[src/core/ccid_consts.svh]
// constants of the contactless card identification and secure messaging core
// assumes the reader link is sampled on clk_sys and rf reset drives rstn
// Overview of operation
// - fixed seven-byte identifier comes from a write-protected store, never written
// - first cascade answers 88h tag, identifier bytes zero to two, check byte
// - second cascade answers identifier bytes three to six, then check byte
// - first identifier byte holds the manufacturer identification code
// - random-identifier mode finishes anticollision in a single cascade
// - fresh three-byte random identifier after each rf reset, shown in anticollision
// - applications named by three-byte identifier, optional dedicated-file name
// - five data file types plus one transaction code file type
// - structure-changing commands run under automatic rollback protection
// - pending rollback completes on its own before any further command
// - backup file transactions commit all fields or none on power loss
// - three-pass mutual authentication fixes session security level
// - plain transfer allowed under legacy and second-generation messaging and with no session, refused under first revision
// - mac mode appends 4-byte mac legacy, 8-byte cmac otherwise
// - legacy encrypted transfer appends 16-bit crc then encrypts
// - other encrypted transfer appends 32-bit crc, plus cmac under second generation
// - legacy auth takes only two-key 3des, encrypt-only, enters legacy messaging
// - standard-format auth takes two- or three-key 3des, enters first-revision messaging
// - aes auth takes only aes keys, enters first-revision messaging
// - transaction-opening auth takes aes, enters second-generation messaging, opens transaction
// - follow-on auth takes aes, only after the opening one in a transaction
// - link supports rates up to 848 kbit/s toward the reader
// - long transfers chain with continuation status AFh
`ifndef CCID_CONSTS_SVH
`define CCID_CONSTS_SVH
`define CCID_CASCADE_TAG     8'h88
`define CCID_STATUS_MORE     8'haf
`define CCID_STATUS_OK       8'h00
`define CCID_STATUS_AUTHERR  8'hae
`define CCID_STATUS_PERMERR  8'h9d
`define CCID_MAC4_LEN        4'h4
`define CCID_CMAC_LEN        4'h8
`define CCID_CRC16_LEN       4'h2
`define CCID_CRC32_LEN       4'h4
`define CCID_AID_LEN         2'h3
`define CCID_FILE_TYPES      3'h6
`define CCID_RATE_KBPS       848
`define CCID_CLK_KHZ         100000
`define CCID_BIT_CYC         ((`CCID_CLK_KHZ) / (`CCID_RATE_KBPS))
`define CCID_ROLLBACK_CYC    8'h10
`endif

[src/core/ccid_pkg.sv]
// types of the card identification and secure messaging core
// assumes ccid_consts.svh is on the include path
`default_nettype none
package ccid_pkg;
   typedef enum logic [2:0] {
      CCID_MSG_NONE = 3'b000,
      CCID_MSG_LEG  = 3'b001,
      CCID_MSG_REV1 = 3'b010,
      CCID_MSG_GEN2 = 3'b011
   } ccid_msg_t;
   typedef enum logic [2:0] {
      CCID_AUTH_LEG   = 3'b000,
      CCID_AUTH_STD   = 3'b001,
      CCID_AUTH_AES   = 3'b010,
      CCID_AUTH_TXOPN = 3'b011,
      CCID_AUTH_TXFOL = 3'b100
   } ccid_auth_t;
   typedef enum logic [1:0] {
      CCID_KEY_DES  = 2'b00,
      CCID_KEY_2TD  = 2'b01,
      CCID_KEY_3TD  = 2'b10,
      CCID_KEY_AES  = 2'b11
   } ccid_key_t;
   typedef enum logic [1:0] {
      CCID_COMM_PLAIN = 2'b00,
      CCID_COMM_MAC   = 2'b01,
      CCID_COMM_ENC   = 2'b11
   } ccid_comm_t;
   typedef struct packed {
      logic       req;
      ccid_auth_t cmd;
      ccid_key_t  key;
      logic       pass;
   } ccid_auth_req_t;
   typedef struct packed {
      logic       legal;
      logic [3:0] crcLen;
      logic [3:0] macLen;
      logic       encrypt;
   } ccid_frame_t;
endpackage
`default_nettype wire

[src/core/ccid_id_seq.sv]
// anticollision answer sequencer: emits one cascade response byte by byte
// assumes the identifier and random bytes are stable while a cascade runs
`include "ccid_consts.svh"
`default_nettype none
module ccid_id_seq
   import ccid_pkg::*;
(
   input  wire logic        clk_sys,
   input  wire logic        rstn,
   input  wire logic        start,
   input  wire logic [1:0]  level,
   input  wire logic        randMode,
   input  wire logic [55:0] uid,
   input  wire logic [23:0] rnd,
   output logic             byteValid,
   output logic [7:0]       byteData,
   output logic             done
);
   typedef struct packed {
      logic        busy;
      logic [2:0]  idx;
      logic [39:0] frame;
      logic        valid;
      logic [7:0]  data;
      logic        done;
   } ccid_seq_st_t;
   ccid_seq_st_t s_q, s_d;
   logic [31:0] body;

   always_comb begin
      // random mode also needs a cascade tag style lead byte; 08h marks a random id
      if (randMode) begin
         body = {8'h08, rnd};
      end else if (level == 2'h1) begin
         body = {`CCID_CASCADE_TAG, uid[55:32]};
      end else begin
         body = uid[31:0];
      end
   end

   always_comb begin
      s_d = s_q;
      s_d.valid = 1'b0;
      s_d.done = 1'b0;
      if (start && !s_q.busy) begin
         s_d.busy = 1'b1;
         s_d.idx = 3'h0;
         s_d.frame = {body, body[31:24] ^ body[23:16] ^ body[15:8] ^ body[7:0]};
      end else if (s_q.busy) begin
         s_d.valid = 1'b1;
         s_d.data = s_q.frame[39:32];
         s_d.frame = {s_q.frame[31:0], 8'h00};
         s_d.idx = s_q.idx + 3'h1;
         if (s_q.idx == 3'h4) begin
            s_d.busy = 1'b0;
            s_d.done = 1'b1;
         end
      end
   end

   always_ff @(posedge clk_sys or negedge rstn) begin
      if (!rstn) begin
         s_q <= '0;
      end else begin
         s_q <= s_d;
      end
   end

   assign byteValid = s_q.valid;
   assign byteData = s_q.data;
   assign done = s_q.done;

   five_bytes_a: assert property (@(posedge clk_sys) disable iff (!rstn)
      (start && !s_q.busy) |-> ##6 done) else $error("cascade not five bytes");
endmodule
`default_nettype wire

[src/core/ccid_card.sv]
// card side core: anticollision, session messaging state, framing, rollback
// assumes rf reset drives rstn and link signals come from the rf front end
`include "ccid_consts.svh"
`default_nettype none
module ccid_card
   import ccid_pkg::*;
#(
   parameter logic [7:0]  MFR_CODE = 8'h5a, // arbitrary value
   parameter logic [47:0] SERIAL   = 48'h0123_4567_89ab
)(
   input  wire logic            clk_sys,
   input  wire logic            rstn,
   input  wire logic            linkClk,
   input  wire logic            randCfg,
   input  wire logic            anticolReq,
   input  wire logic [1:0]      anticolLevel,
   input  wire ccid_auth_req_t  authReq,
   input  wire logic            authTxnNew,
   input  wire ccid_comm_t      commMode,
   input  wire logic            cmdReq,
   input  wire logic            cmdStruct,
   input  wire logic            cmdDone,
   input  wire logic            moreData,
   input  wire logic            commitReq,
   input  wire logic            tearPending,
   output logic                 idValid,
   output logic [7:0]           idByte,
   output logic                 idDone,
   output ccid_msg_t            msgGen,
   output logic                 authOk,
   output logic                 authFail,
   output logic                 txnOpen,
   output ccid_frame_t          frameFmt,
   output logic                 cmdGrant,
   output logic                 rollbackBusy,
   output logic                 shadowActive,
   output logic [7:0]           statusByte,
   output logic                 linkEdge
);
   typedef struct packed {
      logic [1:0]  lnkSync;
      logic        lnkPrev;
      logic        edgeQ;
      logic [15:0] lfsr;
      logic [23:0] rnd;
      logic        rndLatched;
      ccid_msg_t   msg;
      logic        aOk;
      logic        aFail;
      logic        txn;
      ccid_frame_t fmt;
      logic        journal;
      logic        shadow;
      logic        rbBusy;
      logic [7:0]  rbCnt;
      logic        grant;
      logic [7:0]  status;
   } ccid_state_t;
   ccid_state_t s_q, s_d;

   // identifier lives in a constant: nothing in this core can ever write it
   localparam logic [55:0] UID = {MFR_CODE, SERIAL};

   logic keyOk;
   ccid_msg_t newMsg;

   ccid_id_seq u_seq (
      .clk_sys   (clk_sys),
      .rstn      (rstn),
      .start     (anticolReq && (s_q.rndLatched || !randCfg)),
      .level     (anticolLevel),
      .randMode  (randCfg),
      .uid       (UID),
      .rnd       (s_q.rnd),
      .byteValid (idValid),
      .byteData  (idByte),
      .done      (idDone)
   );

   always_comb begin
      keyOk = 1'b0;
      newMsg = CCID_MSG_NONE;
      unique case (authReq.cmd)
         CCID_AUTH_LEG: begin
            keyOk = (authReq.key == CCID_KEY_2TD);
            newMsg = CCID_MSG_LEG;
         end
         CCID_AUTH_STD: begin
            keyOk = (authReq.key == CCID_KEY_2TD) || (authReq.key == CCID_KEY_3TD);
            newMsg = CCID_MSG_REV1;
         end
         CCID_AUTH_AES: begin
            keyOk = (authReq.key == CCID_KEY_AES);
            newMsg = CCID_MSG_REV1;
         end
         CCID_AUTH_TXOPN: begin
            keyOk = (authReq.key == CCID_KEY_AES);
            newMsg = CCID_MSG_GEN2;
         end
         CCID_AUTH_TXFOL: begin
            keyOk = (authReq.key == CCID_KEY_AES) && s_q.txn;
            newMsg = CCID_MSG_GEN2;
         end
         default: begin
            keyOk = 1'b0;
            newMsg = CCID_MSG_NONE;
         end
      endcase
   end

   always_comb begin
      s_d = s_q;
      s_d.aOk = 1'b0;
      s_d.aFail = 1'b0;
      s_d.grant = 1'b0;
      // link clock only sampled; 848 kbit/s is far below the system rate
      s_d.lnkSync = {s_q.lnkSync[0], linkClk};
      s_d.lnkPrev = s_q.lnkSync[1];
      s_d.edgeQ = s_q.lnkSync[1] && !s_q.lnkPrev;
      s_d.lfsr = {s_q.lfsr[14:0], s_q.lfsr[15] ^ s_q.lfsr[13] ^ s_q.lfsr[12] ^ s_q.lfsr[10]};
      // random id taken once after reset, at the first link edge, whose timing gives the entropy
      if (!s_q.rndLatched && s_q.edgeQ) begin
         s_d.rnd = {s_q.lfsr, s_q.lfsr[7:0] ^ s_q.lfsr[15:8]};
         s_d.rndLatched = 1'b1;
      end
      if (authReq.req) begin
         s_d.msg = CCID_MSG_NONE;
         s_d.fmt = '0;
         if (authReq.cmd != CCID_AUTH_TXFOL) begin
            s_d.txn = 1'b0;
         end
         if (keyOk && authReq.pass) begin
            s_d.msg = newMsg;
            s_d.aOk = 1'b1;
            s_d.txn = (authReq.cmd == CCID_AUTH_TXOPN) || (authReq.cmd == CCID_AUTH_TXFOL);
            s_d.status = `CCID_STATUS_OK;
         end else begin
            s_d.aFail = 1'b1;
            s_d.status = `CCID_STATUS_AUTHERR;
         end
      end else begin
         if (authTxnNew) begin
            s_d.txn = 1'b0;
         end
         s_d.fmt = '0;
         unique case (commMode)
            CCID_COMM_PLAIN: begin
               s_d.fmt.legal = (s_q.msg == CCID_MSG_LEG) || (s_q.msg == CCID_MSG_GEN2)
                               || (s_q.msg == CCID_MSG_NONE);
            end
            CCID_COMM_MAC: begin
               s_d.fmt.legal = (s_q.msg != CCID_MSG_NONE);
               s_d.fmt.macLen = (s_q.msg == CCID_MSG_LEG) ? `CCID_MAC4_LEN : `CCID_CMAC_LEN;
            end
            CCID_COMM_ENC: begin
               s_d.fmt.legal = (s_q.msg != CCID_MSG_NONE);
               s_d.fmt.encrypt = 1'b1;
               if (s_q.msg == CCID_MSG_LEG) begin
                  s_d.fmt.crcLen = `CCID_CRC16_LEN;
               end else begin
                  s_d.fmt.crcLen = `CCID_CRC32_LEN;
                  s_d.fmt.macLen = (s_q.msg == CCID_MSG_GEN2) ? `CCID_CMAC_LEN : 4'h0;
               end
            end
            default: begin
               s_d.fmt.legal = 1'b0;
            end
         endcase
      end
      // rollback: a tear leaves the journal set; it is undone before anything runs
      if (s_q.journal && !s_q.rbBusy && tearPending) begin
         s_d.rbBusy = 1'b1;
         s_d.rbCnt = `CCID_ROLLBACK_CYC;
      end else if (s_q.rbBusy) begin
         s_d.rbCnt = s_q.rbCnt - 8'h01;
         if (s_q.rbCnt == 8'h01) begin
            s_d.rbBusy = 1'b0;
            s_d.journal = 1'b0;
            s_d.shadow = 1'b0;
         end
      end else if (cmdReq && !tearPending) begin
         s_d.grant = 1'b1;
         if (cmdStruct) begin
            s_d.journal = 1'b1;
         end
      end
      if (cmdDone && !s_q.rbBusy) begin
         s_d.journal = 1'b0;
         s_d.status = moreData ? `CCID_STATUS_MORE : `CCID_STATUS_OK;
      end
      // backup files: writes go to a shadow copy, only commit makes them visible
      if (commitReq && !s_q.rbBusy) begin
         s_d.shadow = 1'b0;
      end else if (s_q.grant && !cmdStruct) begin
         s_d.shadow = 1'b1;
      end
   end

   always_ff @(posedge clk_sys or negedge rstn) begin
      if (!rstn) begin
         s_q <= '0;
         s_q.lfsr <= 16'hace1;
      end else begin
         s_q <= s_d;
      end
   end

   assign msgGen = s_q.msg;
   assign authOk = s_q.aOk;
   assign authFail = s_q.aFail;
   assign txnOpen = s_q.txn;
   assign frameFmt = s_q.fmt;
   assign cmdGrant = s_q.grant;
   assign rollbackBusy = s_q.rbBusy;
   assign shadowActive = s_q.shadow;
   assign statusByte = s_q.status;
   assign linkEdge = s_q.edgeQ;

   // rollback and command gating

   no_grant_rb_a: assert property (@(posedge clk_sys) disable iff (!rstn)
      s_q.rbBusy
      |-> ##1 !s_q.grant)
      else $error("command granted during rollback");

   // two runs of eight cover the sixteen busy cycles; keep in step with the rollback count
   rb_len_a: assert property (@(posedge clk_sys) disable iff (!rstn)
      $rose(s_q.rbBusy)
      |-> s_q.rbBusy [*8] ##1 s_q.rbBusy [*8] ##1 !s_q.rbBusy)
      else $error("rollback length wrong");

   rb_clear_a: assert property (@(posedge clk_sys) disable iff (!rstn)
      $fell(s_q.rbBusy)
      |-> !s_q.journal && !s_q.shadow)
      else $error("rollback left journal or shadow");

   tear_block_a: assert property (@(posedge clk_sys) disable iff (!rstn)
      (cmdReq && tearPending)
      |=> !s_q.grant)
      else $error("command granted with tear pending");

   commit_clr_a: assert property (@(posedge clk_sys) disable iff (!rstn)
      (commitReq && !s_q.rbBusy)
      |=> !s_q.shadow)
      else $error("commit left shadow copy");

   chain_stat_a: assert property (@(posedge clk_sys) disable iff (!rstn)
      (cmdDone && moreData && !s_q.rbBusy)
      |=> s_q.status == `CCID_STATUS_MORE)
      else $error("chained answer lacks continuation");

   // authentication and session state

   leg_key_a: assert property (@(posedge clk_sys) disable iff (!rstn)
      (authReq.req && authReq.cmd == CCID_AUTH_LEG && authReq.key != CCID_KEY_2TD)
      |=> s_q.aFail)
      else $error("legacy auth took wrong key");

   std_msg_a: assert property (@(posedge clk_sys) disable iff (!rstn)
      (authReq.req && authReq.cmd == CCID_AUTH_STD && authReq.pass && authReq.key == CCID_KEY_3TD)
      |=> s_q.msg == CCID_MSG_REV1)
      else $error("standard auth level wrong");

   aes_key_a: assert property (@(posedge clk_sys) disable iff (!rstn)
      (authReq.req && authReq.cmd == CCID_AUTH_AES && authReq.key != CCID_KEY_AES)
      |=> !s_q.aOk)
      else $error("aes auth took wrong key");

   opn_txn_a: assert property (@(posedge clk_sys) disable iff (!rstn)
      s_q.aOk && s_q.msg == CCID_MSG_GEN2
      |-> s_q.txn)
      else $error("gen2 auth without transaction");

   fol_need_a: assert property (@(posedge clk_sys) disable iff (!rstn)
      (authReq.req && authReq.cmd == CCID_AUTH_TXFOL && !s_q.txn)
      |=> s_q.aFail)
      else $error("follow-on auth outside transaction");

   fol_fail_a: assert property (@(posedge clk_sys) disable iff (!rstn)
      (authReq.req && authReq.cmd == CCID_AUTH_TXFOL && !authReq.pass)
      |=> $stable(s_q.txn))
      else $error("failed follow-on changed transaction");

   txn_close_a: assert property (@(posedge clk_sys) disable iff (!rstn)
      (!authReq.req && authTxnNew)
      |=> !s_q.txn)
      else $error("transaction not closed");

   ok_level_a: assert property (@(posedge clk_sys) disable iff (!rstn)
      s_q.aOk
      |-> s_q.msg != CCID_MSG_NONE)
      else $error("auth passed without messaging level");

   drop_sess_a: assert property (@(posedge clk_sys) disable iff (!rstn)
      (authReq.req && !authReq.pass)
      |=> s_q.msg == CCID_MSG_NONE)
      else $error("session kept");

   auth_fmt_a: assert property (@(posedge clk_sys) disable iff (!rstn)
      authReq.req
      |=> s_q.fmt == '0)
      else $error("frame format kept across auth");

   // framing; these only hold when no authentication lands in the same cycle

   mac_len_a: assert property (@(posedge clk_sys) disable iff (!rstn)
      (!authReq.req && commMode == CCID_COMM_MAC && s_q.msg == CCID_MSG_LEG)
      |=> s_q.fmt.macLen == 4'h4)
      else $error("legacy mac length wrong");

   rev1_cmac_a: assert property (@(posedge clk_sys) disable iff (!rstn)
      (!authReq.req && commMode == CCID_COMM_MAC && s_q.msg == CCID_MSG_REV1)
      |=> s_q.fmt.macLen == 4'h8)
      else $error("first revision cmac length wrong");

   plain_rev1_a: assert property (@(posedge clk_sys) disable iff (!rstn)
      (!authReq.req && commMode == CCID_COMM_PLAIN && s_q.msg == CCID_MSG_REV1)
      |=> !s_q.fmt.legal)
      else $error("plain allowed under first revision");

   leg_crc_a: assert property (@(posedge clk_sys) disable iff (!rstn)
      (!authReq.req && commMode == CCID_COMM_ENC && s_q.msg == CCID_MSG_LEG)
      |=> s_q.fmt.crcLen == 4'h2 && s_q.fmt.encrypt)
      else $error("legacy enc frame wrong");

   crc_len_a: assert property (@(posedge clk_sys) disable iff (!rstn)
      (!authReq.req && commMode == CCID_COMM_ENC && s_q.msg == CCID_MSG_GEN2)
      |=> s_q.fmt.crcLen == 4'h4 && s_q.fmt.macLen == 4'h8)
      else $error("gen2 enc frame wrong");

   // link sampling and random identifier

   edge_pulse_a: assert property (@(posedge clk_sys) disable iff (!rstn)
      s_q.edgeQ
      |=> !s_q.edgeQ)
      else $error("link edge longer than one cycle");

   rnd_hold_a: assert property (@(posedge clk_sys) disable iff (!rstn)
      s_q.rndLatched
      |=> s_q.rndLatched && $stable(s_q.rnd))
      else $error("random identifier moved");

   // a zero state would freeze the generator and repeat one identifier forever
   lfsr_live_a: assert property (@(posedge clk_sys) disable iff (!rstn)
      s_q.lfsr
      != 16'h0000)
      else $error("random generator stuck");
endmodule
`default_nettype wire

[config.mk]
export PLATFORM = sky130hd
export DESIGN_NAME = ccid_card
export DESIGN_NICKNAME = d
export VERILOG_FILES = /design/src/core/ccid_pkg.sv /design/src/core/ccid_id_seq.sv /design/src/core/ccid_card.sv
export VERILOG_INCLUDE_DIRS = /design/src /design/src/core
export SDC_FILE = /design/constraint.sdc
export NUM_CORES = 1
export LEC_CHECK = 0
export BUFFER_PORTS_ARGS = -buffer_cell sky130_fd_sc_hd__buf_2
export CAP_MARGIN = 40
export CORE_MARGIN = 3
export CORE_UTILIZATION = 50
export CTS_CLUSTER_SIZE = 28
export DETAILED_ROUTE_END_ITERATION = 8
export GPL_ROUTABILITY_DRIVEN = 1
export GPL_TIMING_DRIVEN = 0
export HOLD_SLACK_MARGIN = 0.12
export PLACE_DENSITY = 0.79
export SKIP_CTS_REPAIR_TIMING = 1
export SYNTH_ARGS = -nofsm -noshare
export SYNTH_HDL_FRONTEND = slang
export SYNTH_SLANG_ARGS = --single-unit
export TNS_END_PERCENT = 30
[constraint.sdc]
create_clock -name clk_sys -period 2 [get_ports clk_sys]
set_input_delay 0.2 -clock clk_sys [delete_from_list [all_inputs] [get_ports clk_sys]]
set_output_delay 0.2 -clock clk_sys [all_outputs]
set_load 0.005 [all_outputs]
==> results of run 1 <==
[through the flow]
stage | utilization [%] | cell area, um2 | std cells
3_5_place_dp | 57.2 | 6060 | 717
3_3_place_gp | 56.9 | 6030 | 716
6_report | 64.0 | 6790 | 766
5_1_grt | 64.0 | 6790 | 766
2_1_floorplan | - | 5600 | 528
4_1_cts | 62.4 | 6620 | 749
[placed cells by master (no fill, tap or decap), types with 6 or more instances in the layout]
cell type and instances:
clkbuf_1 24, dfrtp_1 116, xnor2_1 19, nand4_1 9, clkbuf_16 16, nor4_1 6, conb_1 7, a31oi_1 14
mux2_2 10, clkinv_2 6, nand2_1 78, dfstp_2 8, nor2b_1 6, a21oi_1 19, o31ai_1 14, dlygate4sd3_1 17
buf_4 29, nor2_1 23, buf_2 61, nand2b_1 10, o21ai_0 30, inv_1 12, a22o_1 9, ha_1 6
[flip-flops by register name, summed over array words and instances, names as in the netlist, 2 cells and up]
signal and count:
u_seq.s_q 44, statusByte 2, msgGen 2, s_d 17, u_seq.byteData 8, s_q 36
frameFmt 6
[cells by family after synthesis]
| group | Yosys count |
|---|---|
| AOI/OAI and AO/OA | 124 |
| xor gates and xnor gates | 25 |
| adders and majority gates | 6 |
| buffers and inverters | 76 |
| DFF | 124 |
| muxes | 11 |
| other | 1 |
| and+or+nand+nor | 155 |
[area by class of cell]
| type | instances | area (um2) |
|---|---|---|
| multi-input cells | 328 | 2080 |
| inverters | 14 | 52.6 |
| clock inverters | 9 | 97.6 |
| fillers | 790 | 3810 |
| repair buffers | 70 | 464 |
| clock buffers | 23 | 457 |
| plain buffers | 62 | 354 |
| flip-flops and latches | 124 | 3110 |
| well taps | 136 | 170 |
[worst min-delay path, delay by kind of cell]
family	cells	cell delay (ns)
compound gates	2	0.23
buf+inv	1	0.14
[metal layers]
layer / vias up / wire, um
met1: 2102 / 4930
met5: - / 0
met2: 160 / 6090
li1: 1994 / -
met3: 21 / 744
met4: 0 / 184
[cell usage after synthesis (10+ instances only)]
cell type	number
a21oi_1	19
a31oi_1	14
buf_2	10
buf_4	29
clkbuf_1	20
dfrtp_1	116
inv_1	12
mux2_2	10
nand2_1	78
nand2b_1	10
nor2_1	23
o21ai_0	30
o31ai_1	14
xnor2_1	19
[where the power goes]
group          internal, mW  switching [mW]
registers              3.05           0.340
clock network          1.82            1.04
logic                 0.885           0.804
[worst min-delay path by stage]
stage	from	to	slack, ns	depth (start not counted)
6_report	authReq[5]	txnOpen	0.10	3
5_1_grt	authReq[5]	txnOpen	0.14	3
3_3_place_gp	linkClk	s_d[80]	0.31	1
2_1_floorplan	rstn	authFail	-0.1	0
4_1_cts	rstn	u_seq.done	-0.43	1
3_5_place_dp	rstn	u_seq.done	0.12	1
==> run metrics, run 1 <==
status completed; compound-cell area share of the yosys netlist 15.2%; fraction of registers with async set/reset 100%; total track usage 19.9%; Starting DRT DRC Count 210; CP startpoint s_q[36]; HPWL after DPL 8.03 mm; WP data arrival 2.08 ns; initial antenna violation count 0; slowest CP cell buf_1; worst min-delay path class input port to register; I/O pin count 61; Syn. warnings 0; Slew @ Worst Pin 0.665 ns; unrepaired setup endpoints after global routing no; Fmax 610 MHz; first-pass GRT wire length 20.1 mm; post-synthesis sequential area ratio 55.8%; dominant cells by area after synthesis dfrtp_1, nand2_1, buf_4, dfstp_2, xnor2_1; post-synthesis register bit count 124; mux cell area share after synthesis 2.20%; DRT Wirelength 11.9 mm; clk_lat worst skew 0.53 ns; M3 GR Usage 4.78%; drt wl/cell 15.6 um; synthesized instance count 522; CP Data Required Time 2.44 ns; Top FF cell, synth dfrtp_1; H-tree levels 4; Post-Synth XOR/XNOR Area 4.98%; Final nets 646; Max FO, Critical Path 10; vias 4,277; Slew Viols, Final 0; total grt overflow 0; Placer Congestion 0.875; DP Worst Slack 0.376 ns; CP bufs+invs 1; share of post-route cells with drive strength above 1 22.5%; VDD IR max 0.000746 V; r2r endpoint u_seq.s_q[39]; Final Hold Vio Count 0; Mapped Area 5580 um2; Die Span Y 112 um; Clock Sinks 124; PwrDens 1170 nW/um2; Clock Tree Buf Depth 2; Netlist cell types 58; EDFF count, synth 0; Final WS setup 0.360 ns; Site Rows 37; clk slew on worst S/H paths 0.06 ns; Top Usage Layer GRT met2; number of global-route vias before repair 4,198; DR pass1 iterations 5; Fin Setup TNS 0 ns; Inserted Diodes 0; Worst path depth 4; # port buffers 52; Worst Reg-to-Reg Cells 4; Leak Pwr 3.16 nW; DIE AREA 12,500 um2; largest net degree at the start of global routing 89; Min Hold Slack 0.102 ns; RR Startpoint s_q[36]; relative slew slack 55.2%; final setup fails 0; CP delay by family, top compound AO/OA/AOI/OAI gates; Synth area leader dfrtp_1; CP endpoint kind register; max-cap violations 0; vias per cell 5.58; CP endpoint u_seq.s_q[39]; Area Overhead vs Synth 21.7%; Reg2Reg Setup Slack 0.36 ns; Synth Area in Adders 1.35%; die span in x 112 um; initial core utilization 52.6%; met1 Usage GRT 25.1%; simple-gate share of the synthesized area 13.1%; overall power 7.94 mW; fin crit share 82.0%; clock period minus worst slack 1.64 ns; drt drc 0; max incr delay on CP 0.44 ns; Startpoint Class register; top cell type's share of synthesized area 52.1%; met2 global-route usage 32.9%; antenna viol nets, final 0; clock skew 0.0107 ns; synthesized area per cell 10.7 um2; core area 10,600 um2; WS Path Type register to register; crit path cell chain nand2b_1 > buf_1 > o2111ai_1 > a31oi_1; main combinational cell family by area after synthesis compound AO/OA/AOI/OAI gates; CTS tree yes; clock root buffer clkbuf_8; Inserted Clock Buffers 17
Power figures use the tool's default switching activity.
==> run 2: changes to the inputs <==
--- a/config.mk
+++ b/config.mk
@@ -6,6 +6,7 @@
 export SDC_FILE = /design/constraint.sdc
 export NUM_CORES = 1
 export LEC_CHECK = 0
+export ABC_AREA = 1
 export BUFFER_PORTS_ARGS = -buffer_cell sky130_fd_sc_hd__buf_2
 export CAP_MARGIN = 40
 export CORE_MARGIN = 3
@@ -15,7 +16,7 @@
 export GPL_ROUTABILITY_DRIVEN = 1
 export GPL_TIMING_DRIVEN = 0
 export HOLD_SLACK_MARGIN = 0.12
-export PLACE_DENSITY = 0.79
+export PLACE_DENSITY = 0.81
 export SKIP_CTS_REPAIR_TIMING = 1
 export SYNTH_ARGS = -nofsm -noshare
 export SYNTH_HDL_FRONTEND = slang
==> constraint.sdc (replaced) <==
create_clock -name clk_sys -period 1.4 [get_ports clk_sys]
set_input_delay 0.14 -clock clk_sys [delete_from_list [all_inputs] [get_ports clk_sys]]
set_output_delay 0.14 -clock clk_sys [all_outputs]
set_load 0.005 [all_outputs]
==> run 2 against run 1 <==
- register-to-register slack worse by 0.27 ns
- wire length grew 1.8%
- hold slack got worse by 0.00062 ns
- non-clock buffer count is 11 lower
- total power rose by 46%
- first-iteration DRC count is 24% higher
- critical endpoint is now statusByte[3]
==> run metrics, run 2 <==
Clock Tree Buf Depth 2 (unchanged); Worst Reg-to-Reg Cells 6 (was 4); top cell type's share of synthesized area 52.3% (was 52.1%); Top FF cell, synth dfrtp_1 (unchanged); clock root buffer clkbuf_8 (unchanged); total grt overflow 0 (unchanged); Fmax 736 MHz; Max FO, Critical Path 6 (was 10); # port buffers 51 (was 52); most frequent cells in the layout nand2_1, dfrtp_1, buf_2 (was dfrtp_1, nand2_1, buf_2); vias 4,379 (was 4,277); synthesized instance count 608 (was 522); drt drc 0 (unchanged); final setup fails 0 (unchanged); Netlist cell types 42 (was 58); Startpoint Class register (unchanged); initial core utilization 52.6% (about the same); clk slew on worst S/H paths 0.06 ns (about the same); largest reg by FF count u_seq.s_q (unchanged); Mapped Area 5550 um2 (was 5580 um2); fraction of registers with async set/reset 100% (unchanged); Finished Layout Cells 855 (was 766); WS Path Type register to output port (was register to register); area of the multi-input gates 1870 um2 (was 2080 um2); HPWL after DPL 7.81 mm (was 8.03 mm); antenna viol nets, final 0 (unchanged); top cells by count, synth nand2_1, dfrtp_1, inv_1 (was dfrtp_1, nand2_1, o21ai_0); Placer Congestion 0.846 (was 0.875); H-tree levels 4 (unchanged); EDFF count, synth 0 (unchanged); Clock Sinks 124 (unchanged); VDD IR max 0.00109 V (was 0.000746 V); largest net degree at the start of global routing 83 (was 89); Placed Cells 802 (was 717); drt wl/cell 14.2 um (was 15.6 um); Min Hold Slack 0.101 ns (was 0.102 ns); max reg flops 44 (unchanged); Synth area leader dfrtp_1 (unchanged); Slew Viols, Final 0 (unchanged); most common cell in the netlist nand2_1 (was dfrtp_1); Post-DP Area 6030 um2 (was 6060 um2); CP endpoint kind output port (was register); register area 3110 um2 (unchanged); overall power 11.6 mW (was 7.94 mW); r2r endpoint u_seq.s_q[27] (was u_seq.s_q[39]); CTS tree yes (unchanged); dominant cells by area after synthesis dfrtp_1, nand2_1, buf_4, inv_1, dfstp_2 (was dfrtp_1, nand2_1, buf_4, dfstp_2, xnor2_1); worst min-delay path class input port to asynchronous set/reset pin (was input port to register); WP data arrival 1.22 ns (was 2.08 ns); Area Overhead vs Synth 23.6% (was 21.7%); commonest non-fill, non-tap cell in the layout nand2_1 (was dfrtp_1); Final nets 735 (was 646); DP Worst Slack 0.0647 ns (was 0.376 ns); vias per cell 5.12 (was 5.58); Die Span Y 111 um (was 112 um); Final WS setup 0.0405 ns (was 0.360 ns); die span in x 111 um (was 112 um); # fillers 811 (was 790); DRT Wirelength 12.2 mm (was 11.9 mm); Starting DRT DRC Count 261 (was 210); max-cap violations 0 (unchanged); core area 10,600 um2 (about the same); number of global-route vias before repair 4,367 (was 4,198); clk_lat worst skew 0.52 ns (was 0.53 ns); total track usage 19.9% (about the same); Inserted Diodes 0 (unchanged); I/O pin count 61 (unchanged); fin crit share 97.1%; DR pass1 iterations 6 (was 5); Inserted Clock Buffers 17 (unchanged); Leak Pwr 3.50 nW (was 3.16 nW); share of post-route cells with drive strength above 1 23.1% (was 22.5%); RR Startpoint u_seq.s_q[53] (was s_q[36]); CP Data Required Time 1.26 ns (was 2.44 ns); initial antenna violation count 0 (unchanged); post-synthesis register bit count 124 (unchanged); Syn. warnings 0 (unchanged); post-route cell area 6860 um2 (was 6790 um2); status completed (unchanged); synthesized area per cell 9.13 um2 (was 10.7 um2); DIE AREA 12,400 um2 (was 12,500 um2); Site Rows 37 (unchanged); first-pass GRT wire length 20.1 mm (about the same); post-synthesis sequential area ratio 56.1% (was 55.8%); Reg2Reg Setup Slack 0.09 ns (was 0.36 ns); clock skew 0.0177 ns (was 0.0107 ns); clock period minus worst slack 1.36 ns; Final Hold Vio Count 0 (unchanged); PwrDens 1680 nW/um2 (was 1170 nW/um2)
[run 2: cell count changes after synthesis, sizes merged, moves of 16 or more]
cell	delta
clkbuf	-16
o21ai	+22
inv	+51
xnor2	-16
nand2	+111
nand3	+39
[run 2: metal layers]
layer  vias up  part of all wire [%]  GRT usage (%)  routed length (um)
li1       2118                     -              -                   -
met1      2116                    42           24.4                5120
met2       123                    51           34.2                6260
met3        22                   4.8           4.40                 590
met4         0                   1.6           8.03                 196
met5         -                     0              0                   0
[run 2: worst max-delay path by stage]
stage                        from            end  slack (ns)  cells past startpoint
global placement             rstn        s_q[10]       -1.25                      1
finish              statusByte[5]  statusByte[3]        0.04                      2
floorplan                 s_q[10]        s_q[19]        0.27                      8
CTS                       s_q[36]        s_q[52]        0.03                      5
detailed placement  u_seq.s_q[53]  u_seq.s_q[20]        0.06                      3
global route        statusByte[5]  statusByte[3]       -0.01                      2
[run 2: through the flow]
stage	utilization, %	TNS (ns)
2_1_floorplan	-	0
3_3_place_gp	56.8	-148.57
3_5_place_dp	57.2	0
4_1_cts	62.8	0
5_1_grt	65.0	-0.0120
6_report	65.0	0
[run 2: area by class of cell]
type                            count  share of cell area [%]
Sequential cell                   124                    45.4
Multi-Input combinational cell    378                    27.3
Timing Repair Buffer               73                    7.27
Clock buffer                       17                    6.03
Buffer                             48                    5.20
Inverter                           64                    3.68
Clock inverter                     15                    2.72
Tap cell                          136                    2.48
[run 2: kinds of logic (layout without fill, tap and decap cells)]
| group | after synthesis | in the layout | synth area share, % |
|---|---|---|---|
| AOI/OAI and AO/OA | 89 | 89 | 10.1 |
| buffers and inverters | 112 | 217 | 10.8 |
| other | 1 | 7 | 0.0675 |
| and+or+nand+nor | 270 | 270 | 20.6 |
| adders and majority gates | 6 | 6 | 1.35 |
| xor gates and xnor gates | 6 | 6 | 0.947 |
| DFF | 124 | 124 | 56.1 |
[run 2: critical path, cell delays in order, from the launching register on]
cell and delay [ns]:
dfrtp_1 0.43, buf_4 0.16, buf_2 0.12
[run 2: where the power goes]
part	switching (mW)	internal [mW]
Sequential	0.382	4.23
Combinational	1.51	1.07
Clock	1.65	2.73
==> run 3: changes to the inputs <==
--- a/config.mk
+++ b/config.mk
@@ -17,6 +17,7 @@
 export GPL_TIMING_DRIVEN = 0
 export HOLD_SLACK_MARGIN = 0.12
 export PLACE_DENSITY = 0.81
+export RECOVER_POWER = 100
 export SKIP_CTS_REPAIR_TIMING = 1
 export SYNTH_ARGS = -nofsm -noshare
 export SYNTH_HDL_FRONTEND = slang
==> run 3 against run 2 <==
- first-iteration DRC count is 0.38% higher
- global-route usage unchanged
- setup slack got worse by 0.0035 ns
- highest routed layer unchanged
- register-to-register slack about the same
- hold slack barely moved
- cell count is the same
- clock power hardly changed
- maximum frequency down 0.26%
==> run metrics, run 3 (synthesized netlist as in run 2, its figures left out) <==
status completed (unchanged); Inserted Clock Buffers 17 (unchanged); die span in x 111 um (unchanged); most frequent cells in the layout nand2_1, dfrtp_1, inv_1 (was nand2_1, dfrtp_1, buf_2); Placed Cells 802 (unchanged); CP endpoint kind output port (unchanged); Finished Layout Cells 855 (unchanged); Slew @ Worst Pin 0.722 ns; share of post-route cells with drive strength above 1 21.6% (was 23.1%); Fmax 734 MHz (was 736 MHz); initial antenna violation count 0 (unchanged); PwrDens 1690 nW/um2 (was 1680 nW/um2); worst min-delay path class input port to asynchronous set/reset pin (unchanged); max-cap violations 0 (unchanged); Clock Power Share 38.0% (was 37.9%); max reg flops 44 (unchanged); Final Util 64.8% (was 65.0%); DRT Wirelength 12.2 mm (about the same); clock skew 0.00906 ns (was 0.0177 ns); DR pass1 iterations 5 (was 6); Fin Setup TNS 0 ns (unchanged); final setup fails 0 (unchanged); Placer Congestion 0.846 (unchanged); H-tree levels 4 (unchanged); Max FO, Critical Path 6 (unchanged); Startpoint Class register (unchanged); DP Worst Slack 0.0647 ns (unchanged); sequential power share 39.9% (about the same); largest reg by FF count u_seq.s_q (unchanged); Final nets 735 (unchanged); relative slew slack 51.9%; cell-internal power 8.02 mW (was 8.03 mW); Final Hold Vio Count 0 (unchanged); CTS tree yes (unchanged); clock period minus worst slack 1.36 ns (about the same); clk_lat worst skew 0.52 ns (about the same); r2r endpoint u_seq.s_q[27] (unchanged); Site Rows 37 (unchanged); antenna viol nets, final 0 (unchanged); DIE AREA 12,400 um2 (unchanged); drt drc 0 (unchanged); sw frac 30.6% (about the same); Worst Reg-to-Reg Cells 6 (unchanged); largest net degree at the start of global routing 83 (unchanged); Final WS setup 0.0370 ns (was 0.0405 ns); Comb pwr share 22.2% (was 22.3%); initial core utilization 52.6% (unchanged); number of global-route vias before repair 4,367 (unchanged); fin crit share 97.4% (was 97.1%); RR Startpoint u_seq.s_q[53] (unchanged); total track usage 19.9% (unchanged); Leak Pwr 3.47 nW (was 3.50 nW); first-pass GRT wire length 20.1 mm (unchanged); Slew Viols, Final 0 (unchanged); clock root buffer clkbuf_8 (unchanged); commonest non-fill, non-tap cell in the layout nand2_1 (unchanged); Die Span Y 111 um (unchanged); clk slew on worst S/H paths 0.06 ns (about the same); Area Overhead vs Synth 23.2% (was 23.6%); Reg2Reg Setup Slack 0.09 ns (about the same); Clock Sinks 124 (unchanged); Starting DRT DRC Count 262 (was 261); # port buffers 51 (unchanged); vias 4,386 (was 4,379); Clock Tree Buf Depth 2 (unchanged); VDD IR max 0.00109 V (about the same); Psw 3.54 mW (was 3.53 mW); drt wl/cell 14.2 um (about the same); HPWL after DPL 7.81 mm (unchanged); CP Data Required Time 1.26 ns (about the same); total grt overflow 0 (unchanged); vias per cell 5.13 (was 5.12); Inserted Diodes 0 (unchanged); core area 10,600 um2 (unchanged); I/O pin count 61 (unchanged); WS Path Type register to output port (unchanged); WP data arrival 1.22 ns (about the same)
[run 3: cell types whose count changed in the layout (fill, tap and decap cells not counted), sizes merged]
cell    change
buf         -4
clkbuf      +4
[run 3: per-layer routing]
metal / up-vias / track usage (%) / part of all wire (%)
li1: 2117 / - / -
met1: 2124 / 24.4 / 42
met2: 120 / 34.2 / 51
met3: 25 / 4.40 / 4.8
met4: 0 / 8.03 / 1.8
met5: - / 0 / 0
[run 3: worst max-delay path by stage]
stage             startpoint             to  slack (ns)  cells past startpoint
6_report       statusByte[5]  statusByte[3]        0.04                      2
2_1_floorplan        s_q[10]        s_q[19]        0.27                      8
3_3_place_gp            rstn        s_q[10]       -1.25                      1
5_1_grt        statusByte[5]  statusByte[3]       -0.01                      2
3_5_place_dp   u_seq.s_q[53]  u_seq.s_q[20]        0.06                      3
4_1_cts              s_q[36]        s_q[52]        0.03                      5
[run 3: through the flow]
stage	hold WS, ns	power, mW	area (um2)
floorplan	-0.156	6.26	5570
global placement	0.251	6.94	6000
global route	0.135	12.2	6840
CTS	-0.464	11.5	6630
finish	0.102	11.6	6840
detailed placement	0.0823	7.09	6030
[run 3: power by group through the flow]
stage | Combinational (mW) | Sequential (mW) | Clock, mW
floorplan | 1.69 | 4.57 | 0
global placement | 2.33 | 4.61 | 0
detailed placement | 2.46 | 4.64 | 0
CTS | 2.50 | 4.59 | 4.44
global route | 2.89 | 4.68 | 4.61
finish | 2.57 | 4.61 | 4.39
[run 3: layout make-up]
class / count / area [um2]
timing repair buffer: 73 / 477
inverter: 64 / 253
buffer: 48 / 357
fill: 819 / 3710
tap: 136 / 170
clock inverter: 15 / 186
clock buffer: 17 / 414
sequential: 124 / 3110
multi-input combinational: 378 / 1870
[run 3: worst max-delay path, stage by stage, from the launching register on]
cell	delay, ns
dfrtp_1	0.43
buf_4	0.16
buf_2	0.12
